==> src/rtl/seq_pkg.sv <==
package seq_pkg;
    localparam int WORD_W    = 31;
    localparam int SEG_W     = 15;
    localparam int ADDR_W    = 15;
    localparam int AF_W      = 9;
    localparam int DIO_W     = 8;
    localparam int SEG0_LSB  = 0;
    localparam int SEG1_LSB  = 15;
    localparam int CLK_PS    = 100000;
    localparam int MEMCYC_PS = 3000000;
    localparam int MEM_CYC   = MEMCYC_PS / CLK_PS;
    localparam int BIT_PS    = 325521;
    localparam int BIT_CYC   = (BIT_PS + CLK_PS - 1) / CLK_PS;
    localparam logic [ADDR_W-1:0] TT_BASE = 15'h7E00;
    localparam logic [ADDR_W-1:0] IC_RST  = 15'h0000;
    localparam logic [WORD_W-1:0] ACC_RST = 31'h00000000;

    typedef enum logic [3:0] {
        OP_NOP  = 4'h0,
        OP_LDA  = 4'h1,
        OP_STO  = 4'h2,
        OP_ADD  = 4'h3,
        OP_SUB  = 4'h4,
        OP_JMP  = 4'h5,
        OP_JAZ  = 4'h6,
        OP_JAN  = 4'h7,
        OP_TRI  = 4'h8,
        OP_XAD  = 4'h9,
        OP_XLD  = 4'hA,
        OP_SHR  = 4'hB,
        OP_INPUT_TRANSFER_INSTR = 4'hC,
        OP_DOUT = 4'hD,
        OP_DSI  = 4'hE,
        OP_DSO  = 4'hF
    } op_type;

    typedef struct packed {
        op_type          op;
        logic [1:0]      xr;
        logic [AF_W-1:0] af;
    } seg_type;

    typedef enum logic [8:0] {
        ST_FETCH = 9'h001,
        ST_DEC   = 9'h002,
        ST_MEM   = 9'h004,
        ST_LD    = 9'h008,
        ST_SER   = 9'h010,
        ST_HOLD  = 9'h020,
        ST_SHF   = 9'h040,
        ST_IO    = 9'h080,
        ST_NEXT  = 9'h100
    } st_type;
endpackage : seq_pkg

==> src/rtl/serial_instruction_sequencer.sv <==
`timescale 1ns/1ps
`default_nettype none
module serial_instruction_sequencer
    import seq_pkg::*;
(
    input  wire logic              clk_i,
    input  wire logic              rstn_i,
    output logic                   mem_sel_o,
    output logic                   mem_we_o,
    output logic [ADDR_W-1:0]      mem_addr_o,
    output logic [WORD_W:0]        mem_wdata_o,
    input  wire logic [WORD_W:0]   mem_rdata_i,
    input  wire logic              auto_req_i,
    input  wire logic              auto_we_i,
    input  wire logic [ADDR_W-1:0] auto_addr_i,
    input  wire logic [WORD_W-1:0] auto_wdata_i,
    output logic                   auto_done_o,
    output logic [WORD_W-1:0]      auto_rdata_o,
    output logic                   ser_bit_o,
    output logic                   ser_valid_o,
    output logic                   io_rd_o,
    output logic                   io_wr_o,
    output logic                   disc_rd_o,
    output logic                   disc_wr_o,
    output logic [AF_W-1:0]        io_addr_o,
    output logic [WORD_W-1:0]      io_wdata_o,
    input  wire logic [WORD_W-1:0] io_rdata_i,
    input  wire logic              disc_i,
    output logic                   parity_err_o,
    output logic [ADDR_W-1:0]      ic_o
);
    function automatic logic par_f(input logic [WORD_W-1:0] w);
        par_f = ~^w;
    endfunction : par_f

    st_type            st_q;
    st_type            st_d;
    st_type            dec_next;
    st_type            mem_next;
    seg_type           seg;
    logic [WORD_W-1:0] ibuf_q;
    logic              seg_sel_q;
    logic [ADDR_W-1:0] ic_q;
    logic [ADDR_W-1:0] mar_q;
    logic [ADDR_W-1:0] ea;
    logic [ADDR_W-1:0] base;
    logic [WORD_W-1:0] acc_q;
    logic [WORD_W-1:0] ext_q;
    logic [WORD_W-1:0] mdr_q;
    logic [WORD_W-1:0] hold_q;
    logic              carry_q;
    logic [AF_W-1:0]   cc_q;
    logic [AF_W-1:0]   ioar_q;
    logic              mact_q;
    logic              mown_q;
    logic [4:0]        mcnt_q;
    logic              main_req;
    logic              mstart;
    logic              mlast;
    logic              main_done;
    logic              mem_op;
    logic              ar_op;
    logic              jmp_op;
    logic              io_op;
    logic              din_op;
    logic              taken;
    logic              tick;
    logic              ser_busy;
    logic              a_bit;
    logic              b_bit;
    logic              sum;
    logic              cout;

    // First-coded segment sits in the low half of the word
    assign seg = seg_type'(seg_sel_q ? ibuf_q[SEG1_LSB +: SEG_W]
                                     : ibuf_q[SEG0_LSB +: SEG_W]);

    assign ar_op  = seg.op inside {OP_LDA, OP_ADD, OP_SUB};
    assign mem_op = ar_op || seg.op inside {OP_STO, OP_TRI, OP_XLD};
    assign jmp_op = seg.op inside {OP_JMP, OP_JAZ, OP_JAN};
    assign din_op = (seg.op == OP_INPUT_TRANSFER_INSTR);
    assign io_op  = din_op || seg.op inside {OP_DOUT, OP_DSI, OP_DSO};
    assign taken  = (seg.op == OP_JMP)
                 || (seg.op == OP_JAZ && acc_q == ACC_RST)
                 || (seg.op == OP_JAN && acc_q[WORD_W-1]);

    // Jumps are relative to the counter, table reads offset from the table
    assign base = jmp_op ? ic_q : (seg.op == OP_TRI) ? TT_BASE : IC_RST;

    index_unit u_index (
        .clk_i    (clk_i),
        .rstn_i   (rstn_i),
        .sel_i    (seg.xr),
        .af_i     (seg.af),
        .base_i   (base),
        .upd_i    ((st_q == ST_DEC && seg.op == OP_XAD) ||
                   (st_q == ST_MEM && main_done && seg.op == OP_XLD)),
        .ld_i     (seg.op == OP_XLD),
        .ld_val_i (mem_rdata_i[ADDR_W-1:0]),
        .ea_o     (ea)
    );

    ser_unit u_ser (
        .clk_i   (clk_i),
        .rstn_i  (rstn_i),
        .load_i  (st_q == ST_LD),
        .word_i  (mdr_q),
        .tick_o  (tick),
        .bit_o   (ser_bit_o),
        .valid_o (ser_valid_o),
        .busy_o  (ser_busy)
    );

    assign dec_next = (seg.op == OP_STO)       ? ST_HOLD  :
                      mem_op                    ? ST_MEM   :
                      taken                     ? ST_FETCH :
                      (seg.op == OP_SHR)        ? ST_SHF   :
                      (din_op && seg_sel_q)     ? ST_NEXT  :
                      io_op                     ? ST_IO    : ST_NEXT;
    assign mem_next = ar_op ? ST_LD : (seg.op == OP_TRI) ? ST_FETCH : ST_NEXT;

    always_comb begin
        st_d = st_q;
        unique case (st_q)
            ST_FETCH: if (main_done) st_d = ST_DEC;
            ST_DEC:   st_d = dec_next;
            ST_MEM:   if (main_done) st_d = mem_next;
            ST_LD:    st_d = ST_SER;
            ST_SER:   if (ser_valid_o && !ser_busy) st_d = ST_NEXT;
            ST_HOLD:  st_d = ST_MEM;
            ST_SHF:   if (cc_q == 9'h000) st_d = ST_NEXT;
            ST_IO:    st_d = ST_NEXT;
            ST_NEXT:  st_d = seg_sel_q ? ST_FETCH : ST_DEC;
            default:  st_d = ST_FETCH;
        endcase
    end

    always_ff @(posedge clk_i or negedge rstn_i) begin
        if (!rstn_i) st_q <= ST_FETCH;
        else         st_q <= st_d;
    end

    // Memory cycle engine: main program first, spare cycles to auto I/O
    assign main_req  = (st_q == ST_FETCH) || (st_q == ST_MEM);
    assign mstart    = !mact_q && (main_req || (auto_req_i && !auto_done_o));
    assign mlast     = mact_q && (mcnt_q == 5'(MEM_CYC - 1));
    assign main_done = mlast && !mown_q;
    assign mem_sel_o = mact_q;

    always_ff @(posedge clk_i or negedge rstn_i) begin
        if (!rstn_i) begin
            mact_q      <= 1'b0;
            mown_q      <= 1'b0;
            mcnt_q      <= 5'h00;
            mem_we_o    <= 1'b0;
            mem_addr_o  <= IC_RST;
            mem_wdata_o <= 32'h00000000;
        end else if (mstart) begin
            mact_q      <= 1'b1;
            mown_q      <= !main_req;
            mcnt_q      <= 5'h00;
            mem_we_o    <= main_req ? (st_q == ST_MEM && seg.op == OP_STO) : auto_we_i;
            mem_addr_o  <= main_req ? mar_q : auto_addr_i;
            mem_wdata_o <= main_req ? {par_f(hold_q), hold_q}
                                    : {par_f(auto_wdata_i), auto_wdata_i};
        end else if (mlast) begin
            mact_q <= 1'b0;
        end else if (mact_q) begin
            mcnt_q <= mcnt_q + 5'h01;
        end
    end

    always_ff @(posedge clk_i or negedge rstn_i) begin
        if (!rstn_i) begin
            auto_done_o  <= 1'b0;
            auto_rdata_o <= ACC_RST;
            parity_err_o <= 1'b0;
        end else begin
            auto_done_o  <= mlast && mown_q;
            parity_err_o <= mlast && !mem_we_o && (^mem_rdata_i != 1'b1);
            if (mlast && mown_q) auto_rdata_o <= mem_rdata_i[WORD_W-1:0];
        end
    end

    // Program sequencing
    always_ff @(posedge clk_i or negedge rstn_i) begin
        if (!rstn_i) begin
            ibuf_q    <= ACC_RST;
            seg_sel_q <= 1'b0;
            ic_q      <= IC_RST;
            mar_q     <= IC_RST;
        end else begin
            if (st_q == ST_FETCH && main_done) begin
                ibuf_q    <= mem_rdata_i[WORD_W-1:0];
                seg_sel_q <= 1'b0;
            end
            if (st_q == ST_DEC && mem_op) mar_q <= ea;
            // No return link kept; software stores the counter
            if (st_q == ST_DEC && taken) begin
                ic_q  <= ea;
                mar_q <= ea;
            end
            if (st_q == ST_MEM && main_done && seg.op == OP_TRI) begin
                ic_q  <= mem_rdata_i[ADDR_W-1:0];
                mar_q <= mem_rdata_i[ADDR_W-1:0];
            end
            if (st_q == ST_NEXT) begin
                seg_sel_q <= !seg_sel_q;
                if (seg_sel_q) begin
                    ic_q  <= ic_q + 15'h0001;
                    mar_q <= ic_q + 15'h0001;
                end
            end
        end
    end
    assign ic_o = ic_q;

    // Serial adder; loads treat the accumulator side as zero
    assign a_bit = (seg.op == OP_LDA) ? 1'b0 : acc_q[0];
    assign b_bit = ser_bit_o ^ (seg.op == OP_SUB);
    assign sum   = a_bit ^ b_bit ^ carry_q;
    assign cout  = (a_bit & b_bit) | (carry_q & (a_bit ^ b_bit));

    always_ff @(posedge clk_i or negedge rstn_i) begin
        if (!rstn_i) begin
            acc_q   <= ACC_RST;
            ext_q   <= ACC_RST;
            carry_q <= 1'b0;
        end else begin
            if (st_q == ST_LD) carry_q <= (seg.op == OP_SUB);
            if (st_q == ST_SER && ser_valid_o) begin
                acc_q   <= {sum, acc_q[WORD_W-1:1]};
                carry_q <= cout;
            end
            // Extension only ever fed from the accumulator
            if (st_q == ST_SHF && tick && cc_q != 9'h000) begin
                acc_q <= {acc_q[WORD_W-1], acc_q[WORD_W-1:1]};
                ext_q <= {acc_q[0], ext_q[WORD_W-1:1]};
            end
            if (st_q == ST_IO && din_op) acc_q <= io_rdata_i;
            if (st_q == ST_IO && seg.op == OP_DSI) acc_q <= {30'h00000000, disc_i};
        end
    end

    always_ff @(posedge clk_i or negedge rstn_i) begin
        if (!rstn_i) begin
            mdr_q  <= ACC_RST;
            hold_q <= ACC_RST;
        end else begin
            if (st_q == ST_DEC && seg.op == OP_STO) mdr_q <= acc_q;
            else if (main_done) mdr_q <= mem_rdata_i[WORD_W-1:0];
            if (st_q == ST_HOLD) hold_q <= mdr_q;
        end
    end

    // Control counter and I/O address register
    always_ff @(posedge clk_i or negedge rstn_i) begin
        if (!rstn_i) begin
            cc_q   <= 9'h000;
            ioar_q <= 9'h000;
        end else if (st_q == ST_DEC && (io_op || seg.op == OP_SHR)) begin
            cc_q   <= seg.af;
            ioar_q <= (seg.op inside {OP_DSI, OP_DSO}) ? seg.af
                                                        : AF_W'(seg.af[DIO_W-1:0]);
        end else if (st_q == ST_SHF && tick && cc_q != 9'h000) begin
            cc_q <= cc_q - 9'h001;
        end
    end

    assign io_addr_o  = ioar_q;
    assign io_wdata_o = acc_q;
    assign io_rd_o    = (st_q == ST_IO) && din_op;
    assign io_wr_o    = (st_q == ST_IO) && (seg.op == OP_DOUT);
    assign disc_rd_o  = (st_q == ST_IO) && (seg.op == OP_DSI);
    assign disc_wr_o  = (st_q == ST_IO) && (seg.op == OP_DSO);

    property p_memlen;
        @(posedge clk_i) disable iff (!rstn_i)
        $rose(mem_sel_o) |-> mem_sel_o[*8] ##22 mem_sel_o ##1 !mem_sel_o;
    endproperty
    a_memlen: assert property (p_memlen) else $error("memory cycle length wrong");

    property p_seg2;
        @(posedge clk_i) disable iff (!rstn_i)
        (st_q == ST_NEXT && !seg_sel_q) |=> (st_q == ST_DEC && seg_sel_q);
    endproperty
    a_seg2: assert property (p_seg2) else $error("second segment not run");

    property p_nextpair;
        @(posedge clk_i) disable iff (!rstn_i)
        (st_q == ST_NEXT && seg_sel_q) |=>
            (ic_o == $past(ic_o) + 15'h0001) && st_q == ST_FETCH && mar_q == ic_o;
    endproperty
    a_nextpair: assert property (p_nextpair) else $error("next pair address wrong");

    property p_skip;
        @(posedge clk_i) disable iff (!rstn_i)
        (st_q == ST_DEC && !seg_sel_q && taken && !mem_op) |=>
            st_q == ST_FETCH ##1 (!seg_sel_q) [*1];
    endproperty
    a_skip: assert property (p_skip) else $error("second segment not skipped");

    property p_tri;
        @(posedge clk_i) disable iff (!rstn_i)
        (st_q == ST_MEM && main_done && seg.op == OP_TRI) |=>
            ic_o == $past(mem_rdata_i[ADDR_W-1:0]) && mar_q == ic_o;
    endproperty
    a_tri: assert property (p_tri) else $error("table word not loaded");

    property p_ea;
        @(posedge clk_i) disable iff (!rstn_i)
        (st_q == ST_DEC && mem_op) |=> mar_q == $past(ea);
    endproperty
    a_ea: assert property (p_ea) else $error("effective address not taken");

    property p_auto;
        @(posedge clk_i) disable iff (!rstn_i)
        (main_req && !mact_q && auto_req_i) |=> (mem_sel_o && !mown_q);
    endproperty
    a_auto: assert property (p_auto) else $error("auto cycle took main slot");

    property p_din;
        @(posedge clk_i) disable iff (!rstn_i)
        (st_q == ST_DEC && seg_sel_q && din_op) |=> st_q == ST_NEXT ##1 !io_rd_o;
    endproperty
    a_din: assert property (p_din) else $error("input transfer in second segment");

    property p_serial;
        @(posedge clk_i) disable iff (!rstn_i)
        (st_q == ST_LD) |-> ##[120:132] (st_q == ST_NEXT);
    endproperty
    a_serial: assert property (p_serial) else $error("serial operand move late");

    property p_resume;
        @(posedge clk_i) disable iff (!rstn_i)
        (st_q == ST_FETCH && main_done) |=> st_q == ST_DEC && !seg_sel_q;
    endproperty
    a_resume: assert property (p_resume) else $error("pair not started at first segment");

    c_skip:  cover property (@(posedge clk_i) disable iff (!rstn_i)
                             st_q == ST_DEC && !seg_sel_q && taken);
    c_tri:   cover property (@(posedge clk_i) disable iff (!rstn_i)
                             st_q == ST_MEM && main_done && seg.op == OP_TRI);
    c_auto:  cover property (@(posedge clk_i) disable iff (!rstn_i) auto_done_o);
    c_shift: cover property (@(posedge clk_i) disable iff (!rstn_i)
                             st_q == ST_SHF && cc_q == 9'h001);
endmodule : serial_instruction_sequencer
`default_nettype wire

==> src/rtl/ser_unit.sv <==
`timescale 1ns/1ps
`default_nettype none
module ser_unit
    import seq_pkg::*;
(
    input  wire logic              clk_i,
    input  wire logic              rstn_i,
    input  wire logic              load_i,
    input  wire logic [WORD_W-1:0] word_i,
    output logic                   tick_o,
    output logic                   bit_o,
    output logic                   valid_o,
    output logic                   busy_o
);
    logic [2:0]        div_q;
    logic [WORD_W-1:0] sh_q;
    logic [4:0]        n_q;

    // Free-running bit clock, so shifts and serial moves share one rate
    assign tick_o = (div_q == 3'(BIT_CYC - 1));
    assign busy_o = (n_q != 5'h00);

    always_ff @(posedge clk_i or negedge rstn_i) begin
        if (!rstn_i) begin
            div_q <= 3'h0;
        end else begin
            div_q <= tick_o ? 3'h0 : div_q + 3'h1;
        end
    end

    always_ff @(posedge clk_i or negedge rstn_i) begin
        if (!rstn_i) begin
            sh_q    <= ACC_RST;
            n_q     <= 5'h00;
            bit_o   <= 1'b0;
            valid_o <= 1'b0;
        end else if (load_i) begin
            sh_q    <= word_i;
            n_q     <= 5'(WORD_W);
            valid_o <= 1'b0;
        end else if (tick_o && busy_o) begin
            bit_o   <= sh_q[0];
            sh_q    <= {1'b0, sh_q[WORD_W-1:1]};
            n_q     <= n_q - 5'h01;
            valid_o <= 1'b1;
        end else begin
            valid_o <= 1'b0;
        end
    end
endmodule : ser_unit
`default_nettype wire

==> src/rtl/index_unit.sv <==
`timescale 1ns/1ps
`default_nettype none
module index_unit
    import seq_pkg::*;
(
    input  wire logic [1:0]        sel_i,
    input  wire logic              clk_i,
    input  wire logic              rstn_i,
    input  wire logic [AF_W-1:0]   af_i,
    input  wire logic [ADDR_W-1:0] base_i,
    input  wire logic              upd_i,
    input  wire logic              ld_i,
    input  wire logic [ADDR_W-1:0] ld_val_i,
    output logic      [ADDR_W-1:0] ea_o
);
    logic [ADDR_W-1:0] xr_q [3];
    logic [ADDR_W-1:0] xr_sel;

    // Tag zero means no indexing
    assign xr_sel = (sel_i == 2'h1) ? xr_q[0] :
                    (sel_i == 2'h2) ? xr_q[1] :
                    (sel_i == 2'h3) ? xr_q[2] : IC_RST;
    assign ea_o   = base_i + ADDR_W'(af_i) + xr_sel;

    always_ff @(posedge clk_i or negedge rstn_i) begin
        if (!rstn_i) begin
            for (int i = 0; i < 3; i++) xr_q[i] <= IC_RST;
        end else begin
            for (int i = 0; i < 3; i++) begin
                if (upd_i && sel_i == 2'(i + 1)) begin
                    xr_q[i] <= ld_i ? ld_val_i : xr_q[i] + ADDR_W'(af_i);
                end
            end
        end
    end
endmodule : index_unit
`default_nettype wire

==> config.mk <==
export PLATFORM = sky130hd
export DESIGN_NAME = serial_instruction_sequencer
export DESIGN_NICKNAME = d
export VERILOG_FILES = /design/src/rtl/seq_pkg.sv /design/src/rtl/serial_instruction_sequencer.sv /design/src/rtl/ser_unit.sv /design/src/rtl/index_unit.sv
export SDC_FILE = /design/constraint.sdc
export NUM_CORES = 1
export LEC_CHECK = 0
export BUFFER_PORTS_ARGS = -buffer_cell sky130_fd_sc_hd__buf_2
export CAP_MARGIN = 20
export CORE_MARGIN = 1.5
export CORE_UTILIZATION = 45
export CTS_CLUSTER_DIAMETER = 200
export DETAILED_ROUTE_END_ITERATION = 10
export PLACE_DENSITY = 0.67
export SLEW_MARGIN = 20
export SYNTH_ARGS = -nofsm -noshare
export SYNTH_HDL_FRONTEND = slang
export SYNTH_HIERARCHICAL = 1
export SYNTH_SLANG_ARGS = --single-unit
==> constraint.sdc <==
create_clock -name clk_i -period 5.3 [get_ports clk_i]
set_input_delay 0.795 -clock clk_i [delete_from_list [all_inputs] [get_ports clk_i]]
set_output_delay 0.795 -clock clk_i [all_outputs]
set_load 0.02 [all_outputs]
==> flow_summary.ini <==
[yosys]
ys_ff_latch = 356
ys_types = 88
synthTopCellsByArea = dfrtp_1 (43%), mux2_2 (6.8%), mux2i_1 (6.2%)
synth_top_cell_by_area = dfrtp_1
synth-edff-count = 0
ys.flop_type = dfrtp_1
yosysMostFrequentCell = dfrtp_1
yosysWarnings = 6
syn_inst = 2031
syn-cell-area_mm2 = 0.0205
synth_nets = 2210
syn_area_per_cell_um2 = 10.1
synth.top_cell.area_share_pct = 43.2
synth_common_cells = dfrtp_1 (355), nand2_1 (207), o21ai_0 (176), mux2i_1 (128), mux2_2 (124)
async_flop_share_pct = 100
yosysSeqAreaShare_pct = 43.4

[final_layout]
utilization_pct = 52.4
diodes = 0
drive_above_1_share_pct = 22.7
fill_cells = 4099
area_growth_pct = 15.2
fin_nets = 2412

[sta]
fmax_ghz = 0.208
finalMaxSlewViolations = 0
final_hold_viol_count = 0
clock_skew_ns = 0.0188
finalSetupViolCount = 0
rsz0062_at_grt = no
tightest_slew_ns = 1.10
tns_ns = 0
max_slew_margin_pct = 26.5
finalCritPeriodShare_pct = 90.8
fin_crit_ns = 4.81

[critical_path]
slowest_delay_ns = 0.65
r2r_slack_ns = 0.49
end_kind = register
cp_cell_sequence = nor3b_1 -> nor2_1 -> nor3_1 -> buf_4 -> and2_1 -> inv_1 -> fa_1 -> inv_1 -> ha_1 -> fa_1 -> a21o_1 -> a2bb2oi_1 -> a21oi_1 -> a21bo_2 -> a21oi_1 -> xnor2_1 -> nor2_1 -> a21oi_1 -> o21ai_0 -> a21oi_1
cp_data_required_time_ns = 5.78
critPathMaxFanout = 24
cpMostUsedCell = a21oi_1
critPathLaunchType = register
critPathArrivalTime_ns = 5.30
path_buf_inv = 3
crit_family = compound AO/OA/AOI/OAI gates
worstSetupPathType = register to register
cp_slowest_cell = dfrtp_1

[cts]
insertion_delay_ns = 0.57
cts_buffers = 41
clock_sinks = 356
cts_hold_buffers = 0
cts_setup_buffers = 0
tritoncts = done
clk_pin_slew_ns = 0.06
cts-resized-gates = 0
htreeDepth = 2
clock_path_buffers = 3
cts_root_buffer = clkbuf_16

[detailed_routing]
antenna_left = 0
drc = 0
via_per_inst = 5.92
drt_wl_total_um = 65200
routedWlPerCell_um = 22.8
drt-initial-drc-count = 1533
vias = 16900
drt-pass1-iter-count = 5

[pwr]
power.density_mw_per_mm2 = 498
ir_drop_v = 0.000283
leakagePower_nw = 10.9

[grt]
grt_pass1_vias = 16200
antenna_found_initial = 1
grt_pass1_wl_um = 99300
grt.overflow.total = 0
grt_max_degree = 112
grt_usage_pct = 27.6

[die]
die-area_mm2 = 0.0469
die_x_um = 217
rows = 78
die_y_um = 217
io_pins = 257
design.core.area_mm2 = 0.0452
start_util_pct = 45.5

[status]
status = finished clean

[placed_design]
hpwl_um = 46600
gp_congestion = 0.943
port_buffers = 256

[worst_hold_path]
hold_path_class = primary input to asynchronous set/reset pin

[flow_run]
maxCapViolations = 0
power by group:
group / total, mW / internal, mW / switching, mW / leakage, nW
clock network: 2.95 / 1.78 / 1.17 / 0.678
logic: 4.66 / 1.94 / 2.72 / 5.92
registers: 4.18 / 3.41 / 0.770 / 4.26
total: 11.8 / 7.13 / 4.66 / 10.9
through the flow:
stage / area, µm² / instances / total power [mW] / hold slack [ns] / setup slack, ns
after floorplan: 20500 / 2031 / 7.27 / 0.410 / 0.302
after global placement: 22300 / 2790 / 8.74 / 0.424 / 0.685
after detailed placement: 22300 / 2790 / 8.85 / 0.433 / 0.605
after CTS: 23700 / 2860 / 11.8 / 0.317 / 0.555
after global routing: 23700 / 2860 / 12.5 / 0.336 / 0.135
final: 23700 / 2860 / 11.8 / 0.235 / 0.485
routing by layer:
metal / global-route usage, % / routed length, µm / up-vias
met5: 0 / 0 / -
met4: 11.2 / 2490 / 0
met3: 4.18 / 4160 / 122
met2: 45.6 / 31300 / 646
met1: 36.3 / 27300 / 8390
li1: - / - / 7784
state kept, by name, summed over array words and instances (netlist names), 3 cells and up:
register and count:
mcnt_q 5, u_index/xr_q 45, u_ser/n_q 5, mem_addr_o 15, ic_o 15, mar_q 15
st_q 9, io_addr_o 9, ibuf_q 30, io_wdata_o 31, cc_q 9, mem_wdata_o 32
mdr_q 31, hold_q 31, auto_rdata_o 31, u_ser/sh_q 31, u_ser/div_q 3
placed cells by master, fill, tap and decap left out, types with 12 or more instances in the layout:
cell type,synthesis,layout
o21ai_0,176,176
and2_1,15,15
xnor2_1,102,102
dfrtp_1,355,355
o21a_1,28,28
a22o_1,12,12
nand2_1,207,206
buf_4,8,27
mux2_2,124,124
clkbuf_16,0,43
nor4_1,15,13
a21o_1,25,25
ha_1,51,51
nand3_1,57,57
o31ai_1,39,38
a31oi_1,39,39
fa_1,14,14
nor3_1,22,21
xor2_1,31,31
o21ai_1,14,14
mux2i_1,128,128
a21oi_1,95,95
buf_2,42,255
inv_1,41,41
nor2_1,73,71
o211ai_1,19,19
and3_1,19,19
a2bb2oi_1,33,33
final timing paths:
kind | to | from | cells past startpoint
worst max-delay path | ic_o[13] | seg_sel_q | 20
worst min-delay path | io_wdata_o[14] | rstn_i | 1
worst max register to register | ic_o[13] | seg_sel_q | 20
worst min register to register | u_ser/div_q[0] | u_ser/div_q[0] | 1
max in group asynchronous | hold_q[2] | rstn_i | 2
min in group clk_i | u_ser/div_q[0] | u_ser/div_q[0] | 1
final cells by class:
| type | instances | area (µm²) | share of cell area, % |
|---|---|---|---|
| flip-flops and latches | 356 | 8910 | 37.6 |
| inverters | 44 | 165 | 0.698 |
| well taps | 600 | 751 | 3.17 |
| repair buffers | 284 | 1510 | 6.40 |
| clock buffers | 59 | 1220 | 5.14 |
| multi-input cells | 1506 | 10900 | 46.3 |
| clock inverters | 11 | 161 | 0.682 |
logic make-up after synthesis:
family,Yosys count,synth area share (%)
AOI/OAI and AO/OA,551,17.3
adders and majority gates,65,4.47
and+or+nand+nor,500,12.0
muxes,253,13.1
buffers and inverters,169,3.65
xor gates and xnor gates,137,6.11
DFF,356,43.4
No activity file was read; power rests on OpenSTA's default activity.
